===== src/fiq_nest_pkg.sv =====
package fiq_nest_pkg;

    ////////////////////////////////////////////////////////////////////////////
    // Register byte addresses
    localparam logic [31:0] ADDR_NESTING_CONTROL = 32'hFFFF0030;
    localparam logic [31:0] ADDR_EXT_TRIGGER_SELECT = 32'hFFFF0034;
    localparam logic [31:0] ADDR_EDGE_LATCH_CLEAR = 32'hFFFF0038;
    localparam logic [31:0] ADDR_NORMAL_NEST_LEVEL_STATUS = 32'hFFFF003C;
    localparam logic [31:0] ADDR_VECTOR_TABLE_BASE = 32'hFFFF0040;
    localparam logic [31:0] ADDR_EVENT_STATUS = 32'hFFFF0044;
    localparam logic [31:0] ADDR_EVENT_MASK = 32'hFFFF0048;
    localparam logic [31:0] ADDR_FAST_SOURCE_ENABLE = 32'hFFFF0050;
    localparam logic [31:0] ADDR_NORMAL_SOURCE_ENABLE = 32'hFFFF0054;
    localparam logic [31:0] ADDR_FAST_VECTOR_POINTER = 32'hFFFF011C;
    localparam logic [31:0] ADDR_FAST_NEST_LEVEL_STATUS = 32'hFFFF013C;

    ////////////////////////////////////////////////////////////////////////////
    // Widths and field positions
    localparam int NUM_SOURCES = 6;
    localparam int FAST_NEST_BIT = 1;
    localparam int NORMAL_NEST_BIT = 0;

    // Edge clear bit per source: ext0, ext1, array0, ext2, ext3, array1
    localparam int CLEAR_BIT [NUM_SOURCES] = '{13, 16, 17, 18, 19, 20};
    // Vector index (0 to 27) reported for each source, same order
    localparam int SOURCE_INDEX [NUM_SOURCES] = '{13, 16, 17, 18, 19, 20};

    ////////////////////////////////////////////////////////////////////////////
    // Trigger encodings
    localparam logic [1:0] TRIG_HIGH_LEVEL = 2'h0;
    localparam logic [1:0] TRIG_LOW_LEVEL = 2'h1;
    localparam logic [1:0] TRIG_RISING_EDGE = 2'h2;
    localparam logic [1:0] TRIG_FALLING_EDGE = 2'h3;

    ////////////////////////////////////////////////////////////////////////////
    // Reset values
    localparam logic [31:0] RESET_WORD = 32'h00000000;
    localparam logic [1:0] RESET_NESTING_CONTROL = 2'h0;
    localparam logic [11:0] RESET_TRIGGER_SELECT = 12'h000;
    localparam logic [7:0] RESET_NEST_LEVEL = 8'h00;
    localparam logic [15:0] RESET_VECTOR_BASE = 16'h0000;
    localparam logic [5:0] RESET_SOURCE_BITS = 6'h00;

endpackage


===== src/fast_irq_nest_ctrl.sv =====
// Register access over Avalon-MM was chosen for this implementation.
`timescale 1ns/1ps
// Functional notes
// - Fast vector reads zeros 31:23, table base 22:7, source index 6:2, zeros 1:0.
// - Fast vector value addresses the stored handler pointer of the active fast source.
// - Fast vector read with nesting on sets fast status bit at source priority.
// - With nesting on, any set status bit blocks sources of that priority and lower.
// - Every nest level status write clears only the lowest-numbered set bit, value ignored.
// - Four pins and two array lines, each high, low, rising or falling.
// - Trigger code 11 falling, 10 rising, 01 low level, 00 high level.
// - Trigger fields: ext0 1:0, ext1 3:2, array0 5:4, ext2 7:6, ext3 9:8, array1 11:10.
// - Writing one to a source's clear bit drops its latched edge.
// - Fast status holds bits 7:0, upper bits reserved, resets to zero.
// - Nesting control bit 1 enables fast nesting, bit 0 normal nesting.
// - Without nesting a pending fast interrupt wins over a pending normal one.
// - Each source carries a 3-bit priority selecting the status bit set.
module fast_irq_nest_ctrl (
    // Clock and reset
    input wire logic clk,
    input wire logic rst_b,
    // Avalon-MM slave
    input wire logic [31:0] address,
    input wire logic read,
    input wire logic write,
    input wire logic [31:0] writedata,
    output logic [31:0] readdata,
    output logic waitrequest,
    // Source inputs
    input wire logic [3:0] ext_pin,
    input wire logic [1:0] logic_array_irq,
    input wire logic [17:0] source_priority,
    input wire logic normal_vector_taken,
    // Requests to the core
    output logic fast_irq,
    output logic normal_irq,
    output logic [4:0] normal_source_index,
    // Event interrupt
    output logic irq
);

    localparam int N = fiq_nest_pkg::NUM_SOURCES;

    // Pin synchronisers
    logic [3:0] pin_meta;
    logic [3:0] pin_sync;
    // Bus state
    logic [31:0] next_readdata;
    logic next_waitrequest;
    logic accept_read;
    logic accept_write;
    logic [31:0] read_mux;
    logic vec_found;
    logic [2:0] vec_prio;
    logic next_vec_found;
    logic [2:0] next_vec_prio;
    // Configuration
    logic [1:0] nesting_control;
    logic [11:0] ext_trigger_select;
    logic [15:0] vector_table_base;
    logic [5:0] fast_source_enable;
    logic [5:0] normal_source_enable;
    logic [5:0] event_mask;
    logic [1:0] next_nesting_control;
    logic [11:0] next_ext_trigger_select;
    logic [15:0] next_vector_table_base;
    logic [5:0] next_fast_source_enable;
    logic [5:0] next_normal_source_enable;
    logic [5:0] next_event_mask;
    // Nest level status
    logic [7:0] fast_nest_level_status;
    logic [7:0] normal_nest_level_status;
    logic [7:0] next_fast_nest_level_status;
    logic [7:0] next_normal_nest_level_status;
    // Sources and arbitration
    logic [5:0] raw_source;
    logic [5:0] edge_clear;
    logic [5:0] request;
    logic [5:0] fast_eligible;
    logic [5:0] normal_eligible;
    logic fast_nest_en;
    logic normal_nest_en;
    logic fast_found;
    logic [2:0] fast_sel;
    logic [2:0] fast_prio;
    logic normal_found;
    logic [2:0] normal_sel;
    logic [2:0] normal_prio;
    // Events and core outputs
    logic [5:0] request_q;
    logic [5:0] event_status;
    logic [5:0] next_request_q;
    logic [5:0] next_event_status;
    logic next_irq;
    logic next_fast_irq;
    logic next_normal_irq;
    logic [4:0] next_normal_source_index;

    // Mask of priority levels 0 to p
    function automatic logic [7:0] at_or_above(input logic [2:0] p);
        logic [8:0] m;
        m = (9'h002 << p) - 9'h001;
        return m[7:0];
    endfunction

    ////////////////////////////////////////////////////////////////////////////
    // Pin synchronisers; only the second stage feeds logic
    always_ff @(posedge clk or negedge rst_b) begin
        if (!rst_b) begin
            pin_meta <= 4'h0;
            pin_sync <= 4'h0;
        end else begin
            pin_meta <= ext_pin;
            pin_sync <= pin_meta;
        end
    end

    assign raw_source = {logic_array_irq[1], pin_sync[3], pin_sync[2],
                         logic_array_irq[0], pin_sync[1], pin_sync[0]};
    assign fast_nest_en = nesting_control[fiq_nest_pkg::FAST_NEST_BIT];
    assign normal_nest_en = nesting_control[fiq_nest_pkg::NORMAL_NEST_BIT];
    assign accept_read = read && !waitrequest;
    assign accept_write = write && !waitrequest;

    ////////////////////////////////////////////////////////////////////////////
    // Per-source trigger, clear decode and nesting block
    genvar g;
    generate
        for (g = 0; g < N; g++) begin : gen_src
            logic [2:0] prio;
            assign prio = source_priority[g*3 +: 3];
            assign edge_clear[g] = accept_write && address == fiq_nest_pkg::ADDR_EDGE_LATCH_CLEAR
                                   && writedata[fiq_nest_pkg::CLEAR_BIT[g]];
            src_trigger u_trig (
                .clk(clk),
                .rst_b(rst_b),
                .sample(raw_source[g]),
                .trigger(ext_trigger_select[g*2 +: 2]),
                .edge_clear(edge_clear[g]),
                .request(request[g])
            );
            // A status bit at this level or above blocks it
            assign fast_eligible[g] = request[g] && fast_source_enable[g]
                && !(fast_nest_en && |(fast_nest_level_status & at_or_above(prio)));
            assign normal_eligible[g] = request[g] && normal_source_enable[g]
                && !(normal_nest_en && |(normal_nest_level_status & at_or_above(prio)));
        end
    endgenerate

    ////////////////////////////////////////////////////////////////////////////
    // Arbitration: best priority when nesting, lowest source otherwise
    always_comb begin
        fast_found = 1'b0;
        fast_sel = 3'h0;
        fast_prio = 3'h0;
        normal_found = 1'b0;
        normal_sel = 3'h0;
        normal_prio = 3'h0;
        for (int i = 0; i < N; i++) begin
            if (fast_eligible[i] && (!fast_found
                || (fast_nest_en && source_priority[i*3 +: 3] < fast_prio))) begin
                fast_found = 1'b1;
                fast_sel = 3'(i);
                fast_prio = source_priority[i*3 +: 3];
            end
            if (normal_eligible[i] && (!normal_found
                || (normal_nest_en && source_priority[i*3 +: 3] < normal_prio))) begin
                normal_found = 1'b1;
                normal_sel = 3'(i);
                normal_prio = source_priority[i*3 +: 3];
            end
        end
    end

    ////////////////////////////////////////////////////////////////////////////
    // Read data mux
    always_comb begin
        read_mux = fiq_nest_pkg::RESET_WORD;
        case (address)
            fiq_nest_pkg::ADDR_NESTING_CONTROL: begin
                read_mux = {30'h00000000, nesting_control};
            end
            fiq_nest_pkg::ADDR_EXT_TRIGGER_SELECT: begin
                read_mux = {20'h00000, ext_trigger_select};
            end
            fiq_nest_pkg::ADDR_NORMAL_NEST_LEVEL_STATUS: begin
                read_mux = {24'h000000, normal_nest_level_status};
            end
            fiq_nest_pkg::ADDR_VECTOR_TABLE_BASE: begin
                read_mux = {16'h0000, vector_table_base};
            end
            fiq_nest_pkg::ADDR_EVENT_STATUS: begin
                read_mux = {26'h0000000, event_status};
            end
            fiq_nest_pkg::ADDR_EVENT_MASK: begin
                read_mux = {26'h0000000, event_mask};
            end
            fiq_nest_pkg::ADDR_FAST_SOURCE_ENABLE: begin
                read_mux = {26'h0000000, fast_source_enable};
            end
            fiq_nest_pkg::ADDR_NORMAL_SOURCE_ENABLE: begin
                read_mux = {26'h0000000, normal_source_enable};
            end
            fiq_nest_pkg::ADDR_FAST_VECTOR_POINTER: begin
                // Address of the handler pointer slot
                read_mux = {9'h000, vector_table_base,
                            fast_found ? 5'(fiq_nest_pkg::SOURCE_INDEX[fast_sel]) : 5'h00,
                            2'h0};
            end
            fiq_nest_pkg::ADDR_FAST_NEST_LEVEL_STATUS: begin
                read_mux = {24'h000000, fast_nest_level_status};
            end
            default: begin
                read_mux = fiq_nest_pkg::RESET_WORD;
            end
        endcase
    end

    ////////////////////////////////////////////////////////////////////////////
    // One wait cycle, then data and acceptance together
    always_comb begin
        next_waitrequest = !((read || write) && waitrequest);
        next_readdata = readdata;
        next_vec_found = vec_found;
        next_vec_prio = vec_prio;
        if (read && waitrequest) begin
            next_readdata = read_mux;
            // Priority frozen with the data, so the set bit matches the read
            next_vec_found = fast_found;
            next_vec_prio = fast_prio;
        end
    end

    always_ff @(posedge clk or negedge rst_b) begin
        if (!rst_b) begin
            waitrequest <= 1'b1;
            readdata <= fiq_nest_pkg::RESET_WORD;
            vec_found <= 1'b0;
            vec_prio <= 3'h0;
        end else begin
            waitrequest <= next_waitrequest;
            readdata <= next_readdata;
            vec_found <= next_vec_found;
            vec_prio <= next_vec_prio;
        end
    end

    ////////////////////////////////////////////////////////////////////////////
    // Configuration registers
    always_comb begin
        next_nesting_control = nesting_control;
        next_ext_trigger_select = ext_trigger_select;
        next_vector_table_base = vector_table_base;
        next_fast_source_enable = fast_source_enable;
        next_normal_source_enable = normal_source_enable;
        next_event_mask = event_mask;
        if (accept_write) begin
            case (address)
                fiq_nest_pkg::ADDR_NESTING_CONTROL: begin
                    next_nesting_control = writedata[1:0];
                end
                fiq_nest_pkg::ADDR_EXT_TRIGGER_SELECT: begin
                    next_ext_trigger_select = writedata[11:0];
                end
                fiq_nest_pkg::ADDR_VECTOR_TABLE_BASE: begin
                    next_vector_table_base = writedata[15:0];
                end
                fiq_nest_pkg::ADDR_FAST_SOURCE_ENABLE: begin
                    next_fast_source_enable = writedata[5:0];
                end
                fiq_nest_pkg::ADDR_NORMAL_SOURCE_ENABLE: begin
                    next_normal_source_enable = writedata[5:0];
                end
                fiq_nest_pkg::ADDR_EVENT_MASK: begin
                    next_event_mask = writedata[5:0];
                end
                default: begin
                    next_event_mask = event_mask;
                end
            endcase
        end
    end

    always_ff @(posedge clk or negedge rst_b) begin
        if (!rst_b) begin
            nesting_control <= fiq_nest_pkg::RESET_NESTING_CONTROL;
            ext_trigger_select <= fiq_nest_pkg::RESET_TRIGGER_SELECT;
            vector_table_base <= fiq_nest_pkg::RESET_VECTOR_BASE;
            fast_source_enable <= fiq_nest_pkg::RESET_SOURCE_BITS;
            normal_source_enable <= fiq_nest_pkg::RESET_SOURCE_BITS;
            event_mask <= fiq_nest_pkg::RESET_SOURCE_BITS;
        end else begin
            nesting_control <= next_nesting_control;
            ext_trigger_select <= next_ext_trigger_select;
            vector_table_base <= next_vector_table_base;
            fast_source_enable <= next_fast_source_enable;
            normal_source_enable <= next_normal_source_enable;
            event_mask <= next_event_mask;
        end
    end

    ////////////////////////////////////////////////////////////////////////////
    // Nest level status: clear lowest set bit first, then set wins
    always_comb begin
        next_fast_nest_level_status = fast_nest_level_status;
        next_normal_nest_level_status = normal_nest_level_status;
        if (accept_write && address == fiq_nest_pkg::ADDR_FAST_NEST_LEVEL_STATUS) begin
            // Written value ignored; a single bit drops per write
            next_fast_nest_level_status = fast_nest_level_status
                                          & (fast_nest_level_status - 8'h01);
        end
        if (accept_write && address == fiq_nest_pkg::ADDR_NORMAL_NEST_LEVEL_STATUS) begin
            next_normal_nest_level_status = normal_nest_level_status
                                            & (normal_nest_level_status - 8'h01);
        end
        if (accept_read && address == fiq_nest_pkg::ADDR_FAST_VECTOR_POINTER
            && fast_nest_en && vec_found) begin
            next_fast_nest_level_status = next_fast_nest_level_status
                                          | (8'h01 << vec_prio);
        end
        if (normal_vector_taken && normal_nest_en && normal_found) begin
            next_normal_nest_level_status = next_normal_nest_level_status
                                            | (8'h01 << normal_prio);
        end
    end

    always_ff @(posedge clk or negedge rst_b) begin
        if (!rst_b) begin
            fast_nest_level_status <= fiq_nest_pkg::RESET_NEST_LEVEL;
            normal_nest_level_status <= fiq_nest_pkg::RESET_NEST_LEVEL;
        end else begin
            fast_nest_level_status <= next_fast_nest_level_status;
            normal_nest_level_status <= next_normal_nest_level_status;
        end
    end

    ////////////////////////////////////////////////////////////////////////////
    // Event flags, interrupt line and core requests
    always_comb begin
        next_request_q = request;
        next_event_status = event_status;
        if (accept_write && address == fiq_nest_pkg::ADDR_EVENT_STATUS) begin
            next_event_status = event_status & ~writedata[5:0];
        end
        // Rising request is the event; it beats a same-cycle clear
        next_event_status = next_event_status | (request & ~request_q);
        next_irq = |(next_event_status & next_event_mask);
        next_fast_irq = fast_found;
        // Without nesting, fast masks normal
        next_normal_irq = normal_found && !(fast_found && !fast_nest_en && !normal_nest_en);
        next_normal_source_index = normal_found ? 5'(fiq_nest_pkg::SOURCE_INDEX[normal_sel])
                                                : 5'h00;
    end

    always_ff @(posedge clk or negedge rst_b) begin
        if (!rst_b) begin
            request_q <= fiq_nest_pkg::RESET_SOURCE_BITS;
            event_status <= fiq_nest_pkg::RESET_SOURCE_BITS;
            irq <= 1'b0;
            fast_irq <= 1'b0;
            normal_irq <= 1'b0;
            normal_source_index <= 5'h00;
        end else begin
            request_q <= next_request_q;
            event_status <= next_event_status;
            irq <= next_irq;
            fast_irq <= next_fast_irq;
            normal_irq <= next_normal_irq;
            normal_source_index <= next_normal_source_index;
        end
    end

endmodule


===== src/src_trigger.sv =====
`timescale 1ns/1ps
module src_trigger (
    // Clock and reset
    input wire logic clk,
    input wire logic rst_b,
    // Source sample, already in the clock domain
    input wire logic sample,
    input wire logic [1:0] trigger,
    input wire logic edge_clear,
    // Request toward arbitration
    output logic request
);

    logic prev;
    logic primed;
    logic pending;
    logic next_prev;
    logic next_primed;
    logic next_pending;
    logic edge_hit;
    logic level_hit;
    logic is_edge;

    ////////////////////////////////////////////////////////////////////////////
    // Decode the trigger mode and compare successive samples
    always_comb begin
        is_edge = trigger[1];
        level_hit = (trigger == fiq_nest_pkg::TRIG_HIGH_LEVEL) ? sample : !sample;
        edge_hit = 1'b0;
        // No edge on the first sample after reset
        if (primed && trigger == fiq_nest_pkg::TRIG_RISING_EDGE) begin
            edge_hit = sample && !prev;
        end else if (primed && trigger == fiq_nest_pkg::TRIG_FALLING_EDGE) begin
            edge_hit = !sample && prev;
        end
        next_prev = sample;
        next_primed = 1'b1;
        // Level modes never latch
        if (!is_edge) begin
            next_pending = 1'b0;
        end else begin
            // A new edge beats a same-cycle clear
            next_pending = (pending && !edge_clear) || edge_hit;
        end
        request = is_edge ? pending : level_hit;
    end

    // State registers
    always_ff @(posedge clk or negedge rst_b) begin
        if (!rst_b) begin
            prev <= 1'b0;
            primed <= 1'b0;
            pending <= 1'b0;
        end else begin
            prev <= next_prev;
            primed <= next_primed;
            pending <= next_pending;
        end
    end

endmodule


===== config.mk =====
export PLATFORM = sky130hd
export DESIGN_NAME = fast_irq_nest_ctrl
export DESIGN_NICKNAME = d
export VERILOG_FILES = /design/src/fiq_nest_pkg.sv /design/src/fast_irq_nest_ctrl.sv /design/src/src_trigger.sv
export SDC_FILE = /design/constraint.sdc
export NUM_CORES = 1
export LEC_CHECK = 0
export BUFFER_PORTS_ARGS = -buffer_cell sky130_fd_sc_hd__buf_2
export CAP_MARGIN = 20
export CORE_UTILIZATION = 35
export DETAILED_ROUTE_END_ITERATION = 12
export SLEW_MARGIN = 20
export SYNTH_ARGS = -nofsm -noshare
export SYNTH_HDL_FRONTEND = slang
export SYNTH_SLANG_ARGS = --single-unit

===== constraint.sdc =====
create_clock -name clk -period 18.54 [get_ports clk]
set_input_delay 2.781 -clock clk [delete_from_list [all_inputs] [get_ports clk]]
set_output_delay 2.781 -clock clk [all_outputs]
set_load 0.02 [all_outputs]

==> flow_summary.ini <==
[die]
coreArea_sq_um = 23700
die-area_sq_um = 25000
die_width_um = 158
start_util_pct = 36.1
io_pins = 134
chipHeight_um = 158
rows = 56

[logic_synthesis]
ys.flop_type = dfrtp_1
netlist_instances = 918
synth_adder_area_share_pct = 3.63
ys.warnings.count = 0
syn_avg_cell_area_sq_um = 9.31
synthTopCellsByArea = dfrtp_1 (39%), mux2_2 (8.0%), nand2_1 (4.4%), o21ai_0 (3.9%), ha_1 (3.5%)
ys_seq_elements = 133
async_flop_share_pct = 100
yosysTopAreaCellShare_pct = 38.7
synthMuxAreaShare_pct = 9.39
synth_edf_count = 0
synth_compound_area_share_pct = 25.8
synth_seq_area_share_pct = 39.0
yosysUniqueCellTypes = 89
synth_top_family_by_area = compound AO/OA/AOI/OAI gates
synth_area_sq_um = 8540
netlist.top_cell.by_area = dfrtp_1
synth_xor_area_share_pct = 1.23
synth-simple-area-share_pct = 15.9

[cells_and_area]
antennaDiodeCount = 0
fillers = 2371
multi_input_area_sq_um = 4830
area_delta_synth_final_pct = 16.6
final_util_pct = 42.0
regArea_sq_um = 3330
finalNonFillerCells = 1336
drive_gt1_share_pct = 23.2
finalNetCount = 1123

[detailed_routing]
ant_nets = 0
drtPass1Iterations = 6
vias = 7753
drt_iter0_markers = 623
wl_per_cell_um = 19.6
routed_wirelength_um = 26100
drcViolationCount = 0
vias_per_cell = 5.80

[timing]
final_period_minus_worst_setup_slack_ns = 12.20
finalHoldViolCount = 0
skew_ns = 0.0153
final.period_utilization_pct = 65.8
worstMarginPinSlew_ns = 0.911
finalMaxSlewViolations = 0
setup_tns_ns = 0
rsz0062_at_grt = no
fmax_mhz = 82.0
setup_viol = 0
relSlewSlack_pct = 39.3

[cts]
numCtsBuffers = 17
cts_tree = built
cts_setup_buffers = 0
cts_root_buf = clkbuf_16
clock_path_buffers = 2
hold_buffers = 0
cts_num_sinks = 133
path_clk_slew_ns = 0.06
clk_latency_ns = 0.42
ctsResizeCount = 0
h-tree-depth = 4

[worst_setup_path]
arrival_ns = 12.47
critPathMostFrequentCell = ha_1
critical_path.max_stage_delay_ns = 0.63
critPathMaxFanout = 11
cp-end-kind = flop
required_ns = 18.82
slowest_stage = a2111oi_0
crit_type = in2reg
start_kind = input pin

[global_route]
gr-total-overflow = 0
first_global_vias = 7432
grt_usage_pct = 21.9
grt_max_degree = 83
antenna_found_initial = 0
grt_pass1_wl_um = 41700

[job]
drv_cap = 0

[place]
dp_hpwl_um = 19500
dp_cells = 1306
finalWeightedCongestion = 0.879
io_buffers = 113

[power_and_ir_drop]
ir_drop_mv = 0.0648
leakage_nw = 4.38
p_total_mw = 0.709
powerDensity_nw_per_um2 = 71.2

[min_path]
hp-class = reg2reg

[status]
status = finished clean
[path summary, 6_finish.rpt]
check	startpoint	end	slack, ns	depth (start not counted)
max in group asynchronous	rst_b	readdata[13]	14.95	2
worst min-delay path	pin_meta[1]	pin_sync[1]	0.35	0
worst max-delay path	source_priority[2]	normal_nest_level_status[6]	6.34	40
worst min register to register	pin_meta[1]	pin_sync[1]	0.35	0
worst max register to register	normal_nest_level_status[3]	normal_nest_level_status[6]	8.92	36
min in group asynchronous	rst_b	normal_source_index[1]	2.39	1
[placed cells by master (no fill, tap or decap), types with 8 or more instances in the layout]
cell type and count:
o21ai_0 66, a21boi_0 9, a22oi_1 18, conb_1 10, nor2_1 37, dfrtp_1 132, mux2_2 61, nand3_1 25
clkbuf_16 17, inv_1 37, a31oi_1 14, xor2_1 8, nor2b_1 9, nand2_1 100, a211o_1 8, a222oi_1 11
a21oi_1 52, mux2i_1 10, a211oi_1 8, nor3b_1 9, buf_4 9, nand2b_1 18, o21ai_1 9, nor3_1 12
buf_2 112, a22o_1 13, ha_1 24, o211ai_1 14, a21o_1 14
[per-layer routing]
layer	routed length, um	global-route usage [%]
met1	11600	29.1
met2	12500	36.4
met3	1400	3.07
met4	597	7.60
met5	0	0
[layout make-up]
class / instances / area share, %
clock buffer: 19 / 4.45
clock inverter: 11 / 1.76
inverter: 38 / 1.43
multi-input combinational: 694 / 48.5
sequential: 133 / 33.4
tap: 319 / 4.01
timing repair buffer: 122 / 6.42
[sequential cells by signal (all words and copies together) (netlist names), 8 cells and up]
name	count
vector_table_base	16
normal_nest_level_status	8
fast_nest_level_status	8
readdata	23
ext_trigger_select	12
[metrics by stage]
step	hold slack (ns)	instance area (sq um)	setup slack [ns]
after detailed placement	0.336	9340	6.01
after global routing	0.361	9960	5.47
after global placement	0.334	9340	6.15
after CTS	0.350	9960	6.41
final	0.346	9960	6.34
after floorplan	0.331	8570	7.23
[synth_stat cells, drive strengths merged, types with 10 or more instances]
master	n
mux2i	10
nor2	38
nand2b	18
clkbuf	43
o21ai	75
a21oi	52
a222oi	11
ha	24
o211ai	17
nand2	100
nand3	27
a21o	14
nor3b	10
nor3	12
a31oi	15
buf	18
a22oi	18
a22o	13
mux2	62
dfrtp	132
inv	38
[critical path, delay by kind of cell]
family | cells | cell delay (ns)
simple gates | 11 | 1.88
mux | 3 | 1.21
buf+inv | 2 | 0.25
compound gates | 18 | 4.61
fa+ha+maj | 6 | 1.70
[cell families after synthesis]
group           after synthesis
buf+inv                      99
flops                       133
compound gates              312
fa+ha+maj                    25
simple gates                263
other cells                   2
xor+xnor                     12
mux                          72
[power by group]
| group | leakage [nW] | switching (mW) | total, mW | internal (mW) |
|---|---|---|---|---|
| Sequential | 1.77 | 0.00216 | 0.296 | 0.293 |
| Clock | 0.296 | 0.132 | 0.360 | 0.228 |
| Combinational | 2.32 | 0.0356 | 0.0535 | 0.0179 |
| Total | 4.38 | 0.170 | 0.709 | 0.540 |
(Power assumes the default switching activity.)
